==> config.mk <==
export PLATFORM = sky130hd
export DESIGN_NAME = tfs_timer0
export DESIGN_NICKNAME = d
export VERILOG_FILES = /design/src/rtl/tfs_pkg.sv /design/src/rtl/tfs_timer0.sv
export VERILOG_INCLUDE_DIRS = /design/src /design/src/rtl
export SDC_FILE = /design/constraint.sdc
export NUM_CORES = 1
export LEC_CHECK = 0
export ABC_CLOCK_PERIOD_IN_PS = 3380
export BUFFER_PORTS_ARGS = -buffer_cell sky130_fd_sc_hd__buf_2
export CAP_MARGIN = 20
export CORE_UTILIZATION = 59
export DETAILED_ROUTE_END_ITERATION = 12
export GPL_TIMING_DRIVEN = 0
export MAX_ROUTING_LAYER = met4
export PLACE_DENSITY = 0.84
export SYNTH_ARGS = -nofsm -noshare
export SYNTH_HDL_FRONTEND = slang
export SYNTH_SLANG_ARGS = --single-unit
==> constraint.sdc <==
create_clock -name clk_sys -period 3.38 [get_ports clk_sys]
set_clock_uncertainty 0.2 [all_clocks]
set_input_delay 0.169 -clock clk_sys [delete_from_list [all_inputs] [get_ports clk_sys]]
set_output_delay 0.169 -clock clk_sys [all_outputs]
set_load 0.1 [all_outputs]
==> src/rtl/tfs_map.svh <==
// Register offsets, field positions and reset values of the timer 0 flag and sync block
`ifndef TFS_MAP_SVH
`define TFS_MAP_SVH
`define TFS_OFS_FLAGS      8'h35
`define TFS_OFS_SYNC       8'h43
`define TFS_OFS_COUNT      8'h46
`define TFS_OFS_CMP_A      8'h47
`define TFS_OFS_CMP_B      8'h48
`define TFS_OFS_ENABLES    8'h6E
`define TFS_IO_ALIAS       8'h20
`define TFS_IO_LIMIT       8'h60
`define TFS_BIT_OVF        0
`define TFS_BIT_CMP_A      1
`define TFS_BIT_CMP_B      2
`define TFS_BIT_PSR_SYNC   0
`define TFS_BIT_PSR_ASYNC  1
`define TFS_BIT_HOLD       7
`define TFS_RST_BYTE       8'h00
`define TFS_MAX_COUNT      8'hFF
`endif

==> src/rtl/tfs_pkg.sv <==
// Types shared by the timer 0 flag and sync block
package tfs_pkg;
    typedef struct packed {
        logic       wr;
        logic       rd;
        logic       io_space;
        logic [7:0] addr;
        logic [7:0] wdata;
    } tfs_bus_t;

    typedef struct packed {
        logic [2:0] ack;
    } tfs_vec_t;

    typedef struct packed {
        logic [7:0] count;
        logic [7:0] cmp_a;
        logic [7:0] cmp_b;
        logic [2:0] flags;
        logic [2:0] enables;
        logic       hold;
        logic [1:0] psr;
        logic       block_match;
        logic [7:0] rdata;
    } tfs_state_t;
endpackage : tfs_pkg

==> src/rtl/tfs_timer0.sv <==
// Timer 0 counter, compare, flag and prescaler sync register logic
//
// Behaviour
// - Compare-B interrupt enabled by mask bit 2 together with global enable.
// - Compare-A interrupt enabled by mask bit 1 together with global enable.
// - Overflow interrupt enabled by mask bit 0 together with global enable.
// - A request stands only while flag, enable and global enable are set.
// - While hold bit 7 is one, both prescaler reset bits keep written values.
// - Writing hold to zero clears both prescaler reset bits so timers start together.
// - Sync prescaler reset bit 0 resets shared prescaler, self-clears unless holding.
// - Counter register reads and writes the 8-bit count directly.
// - A counter write blocks a compare match on the next timer clock.
// - Both compare registers are matched against the counter every timer clock but the first after a counter write.
// - Compare-B flag bit 2 set on match, cleared by vector or writing one.
// - Compare-A flag bit 1 set on match, cleared by vector or writing one.
// - Overflow flag bit 0 set on overflow, cleared by vector or writing one.
// - Low registers also decode at an alias 0x20 below their data offset.
`timescale 1ns/1ns
`include "tfs_map.svh"
module tfs_timer0
    import tfs_pkg::*;
(
    // Clock and reset
    input  wire logic       clk_sys,
    input  wire logic       rst_b,
    // Register bus from the core
    input  wire tfs_bus_t   bus,
    output logic      [7:0] rdata,
    // Timer clock tick and overflow point from the clock select and mode logic
    input  wire logic       timer_tick,
    input  wire logic       overflow_event,
    // Core status and vector acknowledge
    input  wire logic       global_irq_en,
    input  wire tfs_vec_t   vec,
    // Requests, match strobes, prescaler reset bits and counter value
    output logic            irq_ovf,
    output logic            irq_cmp_a,
    output logic            irq_cmp_b,
    output logic            match_a,
    output logic            match_b,
    output logic            sync_prescaler_reset,
    output logic            async_prescaler_reset,
    output logic      [7:0] count_value
);
    tfs_state_t s_q, s_d;
    logic [7:0] daddr;
    logic       hit_flags, hit_sync, hit_count, hit_cmp_a, hit_cmp_b, hit_en;
    logic       wr_en;
    logic [2:0] set_ev, clr_ev;

    always_comb begin
        // Alias decode; extended space has no alias window
        daddr = bus.io_space ? 8'(bus.addr + `TFS_IO_ALIAS) : bus.addr;
        wr_en = bus.wr && !(bus.io_space && bus.addr >= 8'(`TFS_IO_LIMIT - `TFS_IO_ALIAS));
        hit_flags = daddr == `TFS_OFS_FLAGS;
        hit_sync  = daddr == `TFS_OFS_SYNC;
        hit_count = daddr == `TFS_OFS_COUNT;
        hit_cmp_a = daddr == `TFS_OFS_CMP_A;
        hit_cmp_b = daddr == `TFS_OFS_CMP_B;
        hit_en    = daddr == `TFS_OFS_ENABLES && !bus.io_space;
    end

    always_comb begin
        s_d = s_q;
        match_a = timer_tick && !s_q.block_match && s_q.count == s_q.cmp_a;
        match_b = timer_tick && !s_q.block_match && s_q.count == s_q.cmp_b;
        set_ev = '0;
        set_ev[`TFS_BIT_OVF]   = overflow_event;
        set_ev[`TFS_BIT_CMP_A] = match_a;
        set_ev[`TFS_BIT_CMP_B] = match_b;
        // Zero bits of a flag write leave flags alone
        clr_ev = vec.ack | ((wr_en && hit_flags) ? bus.wdata[2:0] : 3'h0);
        // Set wins over a clear in the same cycle
        s_d.flags = (s_q.flags & ~clr_ev) | set_ev;
        // Block window lasts until the next timer clock
        if (timer_tick) begin
            s_d.block_match = 1'b0;
        end
        if (timer_tick) begin
            s_d.count = 8'(s_q.count + 8'h01);
        end
        if (!s_q.hold) begin
            s_d.psr = 2'b00;
        end
        if (wr_en) begin
            if (hit_count) begin
                s_d.count = bus.wdata;
                s_d.block_match = 1'b1;
            end
            if (hit_cmp_a) s_d.cmp_a = bus.wdata;
            if (hit_cmp_b) s_d.cmp_b = bus.wdata;
            if (hit_en) s_d.enables = bus.wdata[2:0];
            if (hit_sync) begin
                s_d.hold = bus.wdata[`TFS_BIT_HOLD];
                // Written one is seen for a cycle even without hold
                s_d.psr = bus.wdata[`TFS_BIT_PSR_ASYNC:`TFS_BIT_PSR_SYNC] |
                          (bus.wdata[`TFS_BIT_HOLD] ? s_q.psr : 2'b00);
            end
        end
        s_d.rdata = `TFS_RST_BYTE;
        if (bus.rd) begin
            case (1'b1)
                hit_flags: s_d.rdata = {5'h00, s_q.flags};
                hit_sync:  s_d.rdata = {s_q.hold, 5'h00, s_q.psr};
                hit_count: s_d.rdata = s_q.count;
                hit_cmp_a: s_d.rdata = s_q.cmp_a;
                hit_cmp_b: s_d.rdata = s_q.cmp_b;
                hit_en:    s_d.rdata = {5'h00, s_q.enables};
                default:   s_d.rdata = `TFS_RST_BYTE;
            endcase
        end
    end

    always_ff @(posedge clk_sys or negedge rst_b) begin
        if (!rst_b) begin
            s_q <= '0;
        end else begin
            s_q <= s_d;
        end
    end

    assign irq_ovf   = global_irq_en && s_q.enables[`TFS_BIT_OVF] && s_q.flags[`TFS_BIT_OVF];
    assign irq_cmp_a = global_irq_en && s_q.enables[`TFS_BIT_CMP_A]
                       && s_q.flags[`TFS_BIT_CMP_A];
    assign irq_cmp_b = global_irq_en && s_q.enables[`TFS_BIT_CMP_B]
                       && s_q.flags[`TFS_BIT_CMP_B];
    assign sync_prescaler_reset  = s_q.psr[`TFS_BIT_PSR_SYNC];
    assign async_prescaler_reset = s_q.psr[`TFS_BIT_PSR_ASYNC];
    assign count_value = s_q.count;
    assign rdata = s_q.rdata;
endmodule : tfs_timer0

==> results of run 1 <==
-- layout make-up --
cell class	instances	area share
plain buffers	31	0.0607
clock buffers	7	0.0250
clock inverters	1	0.00985
inverters	10	0.0123
multi-input cells	166	0.427
flip-flops and latches	42	0.345
well taps	50	0.0205
repair buffers	52	0.100
-- worst paths after layout --
path / slack [ns] / startpoint / to
min in group asynchronous: 0.36 / rst_b / rdata[0]
worst min register to register: 0.29 / s_q[8] / s_q[8]
worst min-delay path: 0.01 / bus[1] / async_prescaler_reset
worst max-delay path: 0.76 / bus[11] / s_q[27]
max in group asynchronous: 2.04 / rst_b / s_q[31]
worst max register to register: 1.39 / count_value[0] / count_value[7]
-- flip-flops by register name, summed over array words and instances, names as in the netlist --
| signal | flops |
|---|---|
| rdata | 8 |
| s_q | 24 |
| count_value | 8 |
| sync_prescaler_reset | 1 |
| async_prescaler_reset | 1 |
-- placed cells by master, fill, tap and decap left out, types with 9 or more instances in the layout --
| cell type | synthesis | final |
|---|---|---|
| nand2_1 | 14 | 14 |
| xnor2_1 | 19 | 19 |
| mux2_2 | 29 | 29 |
| inv_1 | 9 | 9 |
| dlygate4sd3_1 | 0 | 9 |
| nand3_1 | 11 | 11 |
| buf_2 | 0 | 43 |
| clkbuf_1 | 13 | 15 |
| dfrtp_1 | 42 | 42 |
| buf_4 | 16 | 16 |
| nor2_1 | 13 | 13 |
-- layer usage --
metal  track usage  vias to the layer above  wire, um
met5             -                        -         0
li1              -                      999         -
met2         0.496                      119      3150
met1         0.429                     1067      2730
met3        0.0617                        8       503
met4        0.0964                        0        71
-- cell families (layout without fill, tap and decap cells) --
kind of cell / count (synthesis) / count (layout) / synth area share
buffers and inverters: 41 / 101 / 0.0869
multiplexers: 29 / 29 / 0.127
adder cells (fa/ha/maj): 2 / 2 / 0.00976
AO/OA/AOI/OAI: 21 / 21 / 0.0684
XOR/XNOR: 26 / 26 / 0.0889
flip-flops: 42 / 42 / 0.410
AND/OR/NAND/NOR: 88 / 88 / 0.209
-- power groups by stage --
stage	clock network [uW]	registers (uW)	logic, uW
floorplan	0	601	702
global placement	0	613	818
detailed placement	0	617	831
CTS	395	607	847
global route	411	615	894
finish	387	609	851
-- through the flow --
| stage | total power [uW] | utilization | hold WS [ns] | setup WS [ns] |
|---|---|---|---|---|
| floorplan | 1300 | - | -0.327 | 0.265 |
| global placement | 1430 | 0.698 | 0.154 | 0.582 |
| detailed placement | 1450 | 0.698 | 0.150 | 0.531 |
| CTS | 1850 | 0.746 | 0.00239 | 0.842 |
| global route | 1920 | 0.746 | 0.0195 | 0.642 |
| finish | 1850 | 0.746 | 0.0101 | 0.762 |
-- worst reg2reg max path, cell delays in order (launching register included) --
cell      delay, ns
dfrtp_1        0.39
clkbuf_1       0.33
nand4_1        0.24
nor3_1         0.35
xor2_1         0.11
mux2_2         0.27
==> impl_metrics.toml, run 1 <==
[finish]
fin_nets = 337
regArea_um2 = 1050
area_growth_pct = 19.0
multi_input_area_um2 = 1300
finalInstanceArea_um2 = 3050
antenna_cells = 0
fillers = 292
drive_above_1_share = 0.327
fin_cells = 359

[critical_path]
crit_path_max_incr_delay_ns = 0.78
cpMaxStageDelayCell = "nor3_1"
reg2reg_depth = 5
cp_num_buf_inv = 1
cp.required_ns = 3.36
cp_top_family = "simple AND/OR/NAND/NOR gates"
cp-start-kind = "primary input"
cp_num_cells = 5
cp.arrival_ns = 2.59
crit_path_max_fanout = 10
crit_type = "in2reg"
path_cells = "clkbuf_1 -> nand3b_1 -> nor3_1 -> nand4b_1 -> mux2_2"
end_kind = "flip-flop"

[logic_synthesis]
synthDominantCellAreaShare = 0.410
yosysSeqAreaShare = 0.410
ys_top_cells_by_area = "dfrtp_1, mux2_2, xnor2_1, buf_4, xor2_1"
synthTopCellsByCount = "dfrtp_1, mux2_2, xnor2_1, buf_4, nand2_1"
netlist_instances = 249
ys_warn_count = 0
ys_seq_elements = 42
synth-edff-count = 0
yosys.area.top_type = "dfrtp_1"
syn_nets = 278
synth.most_common_cell = "dfrtp_1"
synth-async-reset-ratio = 1.00
syn_area_um2 = 2560
syn_avg_cell_area_um2 = 10.3
ys_types = 46
synth_flop_cell = "dfrtp_1"

[power]
power_frac_clock = 0.210
combPwrFrac = 0.461
leakagePower_uw = 0.00143
sw_frac_of_total = 0.432
pwr_density_cell_nw_per_um2 = 606
p_sw_uw = 797
ir_drop_v = 0.000759
seqPwrFrac = 0.330
intPower_uw = 1050

[detailed_routing]
postRouteAntennaNets = 0
dr.pass1.iters = 5
vias = 2193
drc_errors = 0
finalWirelength_mm = 6.45
wl_per_cell_um = 18.0
post_drt_via_cell_ratio = 6.11
drtIter0Drc = 277

[clock_tree]
cts_tree = "built"
cts_made_buffers = 5
cts_hold_buf = 9
clkLatencyLatePin_ns = 0.29
cts_root_buffer = "clkbuf_8"
cts_setup_buffers = 0
cts_buffer_depth = 2
cts-resized-gates = 0
cts_sinks = 42
cts_htree_levels = 2
clk_pin_slew_ns = 0.08

[timing]
min_period_ns = 2.62
post-route-period-util = 0.775
setup-violations-final = 0
relSlewSlack = 0.387
slew_violations = 0
tightestPinTransition_ns = 0.912
rsz0062_at_grt = "false"
hold_viol_final = 0
tns_ns = 0
fmaxAchievable_ghz = 0.382

[place]
numPlacedInstances = 342
dpl.hpwl_mm = 4.59
io_buffer_count = 43
dpl_cell_area_um2 = 2850
place_congestion = 0.957

[grt]
grt_usage = 0.321
grt_pass1_vias = 2071
grt-ovfl-total = 0
antenna_found_initial = 0
grt_first_pass_wirelength_mm = 10.4
grt_max_degree = 43

[floorplan]
ios = 50
fp.coreArea_um2 = 4090
die_area_um2 = 4610
die_y_um = 67.9
die_w_um = 67.9
num_rows = 23
start_util = 0.627

[hold_path]
hold_depth = 3
hold_class = "in2reg"

[run_status]
status = "completed"

[run]
maxCapViolCount = 0
Power figures use the tool's default switching activity.
==> inputs of run 2 (changes only) <==
Settings changed: ABC_CLOCK_PERIOD_IN_PS 3380 to 2430, CORE_UTILIZATION 59 to 55, PLACE_DENSITY 0.84 to 0.8.
Clock period 3.38 ns to 2.43 ns, I/O delays scaled along.
==> run 2 against run 1 <==
- sequential cell count stayed put
- design area increased by 3.1%
- count of clock-buffer cells in the layout is 1 lower
- critical endpoint is now s_q[15]
- worst hold slack better by 0.020 ns
- sequential share of layout area down 1.0 points
==> impl_metrics.toml, run 2 (synthesis results as in run 1) <==
[critical_path]
crit_path_end = "s_q[15]"
cp.required_ns = 2.42
cp.arrival_ns = 2.38
end_kind = "flip-flop"
crit_path_start = "bus[13]"
reg2reg_from = "count_value[0]"
reg2reg_slack_ns = 0.45
cp-start-kind = "primary input"
reg2reg_depth = 5
crit_type = "in2reg"
crit_path_max_fanout = 6
rr_endpoint = "count_value[7]"

[timing]
tightestPinTransition_ns = 0.936
slew_violations = 0
min_period_ns = 2.39
setup-violations-final = 0
fmaxAchievable_ghz = 0.419
hold_viol_final = 0
relSlewSlack = 0.376
post-route-period-util = 0.983

[grt]
grt-ovfl-total = 0
grt_max_degree = 43
antenna_found_initial = 0
grt_first_pass_wirelength_mm = 10.6
grt_usage = 0.287
grt_pass1_vias = 2110

[place]
place_congestion = 0.952
dpl_cell_area_um2 = 2870
io_buffer_count = 43
dpl.hpwl_mm = 4.50

[finish]
finalInstanceArea_um2 = 3140
fillers = 331
antenna_cells = 0
largest_reg_flops = 24
drive_above_1_share = 0.342
final_cell_mix = "dfrtp_1, buf_2, mux2_2"
final_common_cell = "dfrtp_1"
utilization = 0.712
fin_nets = 344
max_flop_register = "s_q"
area_growth_pct = 22.7

[clock_tree]
cts_sinks = 42
clk_pin_slew_ns = 0.08
cts_buffer_depth = 2
cts_made_buffers = 5
cts_htree_levels = 2
cts_root_buffer = "clkbuf_8"
clkLatencyLatePin_ns = 0.30
cts_tree = "built"

[floorplan]
num_rows = 24
fp.coreArea_um2 = 4410
die_y_um = 70.3
die_area_um2 = 4940
ios = 50
start_util = 0.580
die_w_um = 70.3

[power]
ir_drop_v = 0.000828
pwr_density_cell_nw_per_um2 = 806
leakagePower_uw = 0.00147

[detailed_routing]
postRouteAntennaNets = 0
vias = 2223
finalWirelength_mm = 6.43
wl_per_cell_um = 17.5
drtIter0Drc = 296
post_drt_via_cell_ratio = 6.04
dr.pass1.iters = 6
drc_errors = 0

[run_status]
status = "completed"

[hold_path]
hold_class = "in2reg"

[run]
maxCapViolCount = 0
[run 2: changes by cell type in the layout (fill, tap and decap cells not counted), sizes merged]
cell,before,now
clkinv,1,2
buf,60,61
dlygate4sd3,9,14
clkinvlp,0,1
bufinv,1,0
[run 2: layout make-up]
| class | count | area (um2) | share of cell area |
|---|---|---|---|
| multi-input combinational | 166 | 1330 | 0.423 |
| sequential | 42 | 1050 | 0.334 |
| timing repair buffer | 59 | 379 | 0.121 |
| buffer | 31 | 186 | 0.0593 |
| clock buffer | 6 | 82.6 | 0.0263 |
| tap | 52 | 65.1 | 0.0207 |
| inverter | 10 | 37.5 | 0.0119 |
| clock inverter | 2 | 12.5 | 0.00398 |
[run 2: repair_timing]
item / 4_1_cts / 5_1_grt
hold buffers: 14 / 0
gates resized for setup: 2 / 5
endpoints found under the setup margin: 9 / 12
setup buffers: 0 / 2
gates cloned: 0 / 0
endpoints found under the hold margin: 76 / 0
[run 2: critical path, cell delays in order]
cell and delay (ns):
buf_2 0.14, ha_1 0.32, or3b_1 0.35, a2111o_1 0.50
nor4b_2 0.30, o31ai_1 0.09, dlygate4sd3_1 0.56
[run 2: report_power, final]
part | switching (uW) | leakage [uW] | internal [uW]
clock network | 247 | 0.0000472 | 228
logic | 823 | 0.000850 | 389
registers | 71.1 | 0.000569 | 775
total | 1140 | 0.00147 | 1390
[run 2: worst min-delay path by stage]
stage | startpoint | end | cells past startpoint | slack (ns)
after CTS | timer_tick | s_q[8] | 3 | 0.02
after floorplan | rst_b | async_prescaler_reset | 0 | -0.37
after detailed placement | vec[0] | s_q[15] | 2 | 0.11
after global placement | rst_b | rdata[3] | 1 | 0.11
after global routing | timer_tick | s_q[8] | 3 | 0.05
final | timer_tick | s_q[8] | 3 | 0.03
[run 2: routing by layer]
layer | track usage | vias to the layer above | share of wire
li1 | - | 1011 | -
met1 | 0.400 | 1078 | 0.42
met2 | 0.426 | 124 | 0.49
met3 | 0.0519 | 10 | 0.081
met4 | 0.0889 | 0 | 0.014
met5 | - | - | 0
[run 2: per-stage QoR]
stage	total power (uW)	hold slack [ns]	cells	setup WS (ns)	TNS [ns]
after floorplan	1840	-0.374	249	-0.0142	-0.0142
after global placement	2010	0.107	344	-0.363	-4.95
after detailed placement	2030	0.113	344	-0.422	-5.72
after CTS	2530	0.0194	366	0.0613	0
after global routing	2650	0.0550	368	-0.0238	-0.0238
final	2530	0.0302	368	0.0418	0
==> inputs of run 3 (changes only) <==
Settings changed: ABC_CLOCK_PERIOD_IN_PS 2430 to 2000, CORE_UTILIZATION 55 to 50, PLACE_DENSITY 0.8 to 0.76.
Clock period 2.43 ns to 2 ns, I/O delays scaled along.
==> run 3 against run 2 <==
- the run now ends with negative setup slack left
- power grew 29%
- global-route usage shrank 3.9 points
- sequential share of layout area shrank 2.4 points
- setup slack lost 0.11 ns
- sequential power grew 31%
- routed wire length shrank 3.9%
- final cell count grew 6.0%
- worst hold slack lost 0.0085 ns
==> impl_metrics.toml, run 3 (synthesis results as in run 1) <==
[clock_tree]
cts_root_buffer = "clkbuf_8"
clkLatencyLatePin_ns = 0.29
cts_tree = "built"
clk_pin_slew_ns = 0.08
cts_sinks = 42
cts_made_buffers = 5
cts_htree_levels = 2
cts_buffer_depth = 2

[power]
leakagePower_uw = 0.00158
ir_drop_v = 0.000978
pwr_density_cell_nw_per_um2 = 959
totalPowerFinal_uw = 3270

[timing]
min_period_ns = 2.07
tightestPinTransition_ns = 0.894
rsz0062_at_grt = "true"
setup-violations-final = 3
tns_ns = -0.148
post-route-period-util = 1.04
hold_viol_final = 0
fmaxAchievable_ghz = 0.482
slew_violations = 0
worst_slack_ns = -0.0730
relSlewSlack = 0.404

[floorplan]
die_w_um = 73.6
ios = 50
die_y_um = 73.6
die_area_um2 = 5420
start_util = 0.532
num_rows = 25
fp.coreArea_um2 = 4820

[grt]
antenna_found_initial = 0
grt-ovfl-total = 0
grt_first_pass_wirelength_mm = 9.67
grt_usage = 0.248
grt_max_degree = 43
grt_pass1_vias = 1970

[hold_path]
hold_class = "in2reg"

[critical_path]
crit_path_max_fanout = 5
cp-start-kind = "flip-flop"
crit_type = "reg2out"
cp.arrival_ns = 1.77
cp.required_ns = 1.70
end_kind = "output pin"
reg2reg_slack_ns = 0.19

[detailed_routing]
dr.pass1.iters = 4
postRouteAntennaNets = 0
wl_per_cell_um = 15.8
drtIter0Drc = 150
post_drt_via_cell_ratio = 5.61
finalWirelength_mm = 6.17
drc_errors = 0
vias = 2187

[finish]
fillers = 373
max_flop_register = "s_q"
final_cell_mix = "buf_2, dfrtp_1, buf_4"
drive_above_1_share = 0.424
largest_reg_flops = 24
antenna_cells = 0
fin_nets = 352
finalInstanceArea_um2 = 3400
area_growth_pct = 32.9
final_common_cell = "buf_2"

[place]
dpl.hpwl_mm = 4.38
io_buffer_count = 43
dpl_cell_area_um2 = 3010
place_congestion = 0.926
pre_cts_ws_ns = -0.629

[run_status]
status = "finished, violations left"
violations = "negative setup slack"

[run]
maxCapViolCount = 0
-- run 3: cell count changes in the layout (fill, tap and decap cells not counted), sizes merged --
cell / delta
buf: +13
clkbuf: -5
clkinv: -1
-- run 3: routing by layer --
layer / track usage / share of wire / vias to the layer above / wire length (um)
met5: - / 0 / - / 0
met1: 0.352 / 0.46 / 1083 / 2840
met2: 0.367 / 0.48 / 69 / 2950
li1: - / - / 1030 / -
met3: 0.0466 / 0.055 / 5 / 339
met4: 0.0598 / 0.0068 / 0 / 42
-- run 3: through the flow --
step | hold slack (ns) | std cells | utilization
CTS | 0.00849 | 385 | 0.687
global route | 0.0226 | 390 | 0.707
finish | 0.0217 | 390 | 0.707
global placement | 0.0832 | 359 | 0.625
floorplan | -0.396 | 249 | -
detailed placement | 0.0879 | 359 | 0.625
-- run 3: critical path: stages, from the launching register on --
cell and delay [ns]:
dfrtp_2 0.48, xnor2_2 0.16, nand4_1 0.18, nor4_4 0.39
buf_6 0.28
-- run 3: worst paths after layout --
kind / startpoint / endpoint / cells after the start
min in group asynchronous: rst_b / async_prescaler_reset / 2
min: timer_tick / s_q[8] / 3
max reg2reg: count_value[0] / count_value[6] / 6
max: count_value[2] / match_a / 4
min reg2reg: s_q[8] / s_q[8] / 1
max in group asynchronous: rst_b / count_value[2] / 2
-- run 3: layout make-up --
cell class | instances | area (um2) | area share
multi-input cells | 166 | 1450 | 0.426
flip-flops and latches | 42 | 1060 | 0.311
repair buffers | 71 | 505 | 0.148
plain buffers | 27 | 191 | 0.0562
well taps | 67 | 83.8 | 0.0246
clock buffers | 6 | 72.6 | 0.0213
inverters | 10 | 37.5 | 0.0110
clock inverters | 1 | 7.51 | 0.00221
-- run 3: power by group --
part / switching, uW / internal, uW
registers: 157 / 953
clock network: 279 / 239
logic: 970 / 668
-- run 3: timing repair --
action / 4_1_cts / 5_1_grt
hold buffers: 14 / 0
pin swaps: 7 / 11
hold endpoints to repair: 78 / 0
setup buffers: 8 / 6
gates resized for setup: 8 / 18
endpoints found under the setup margin: 30 / 7
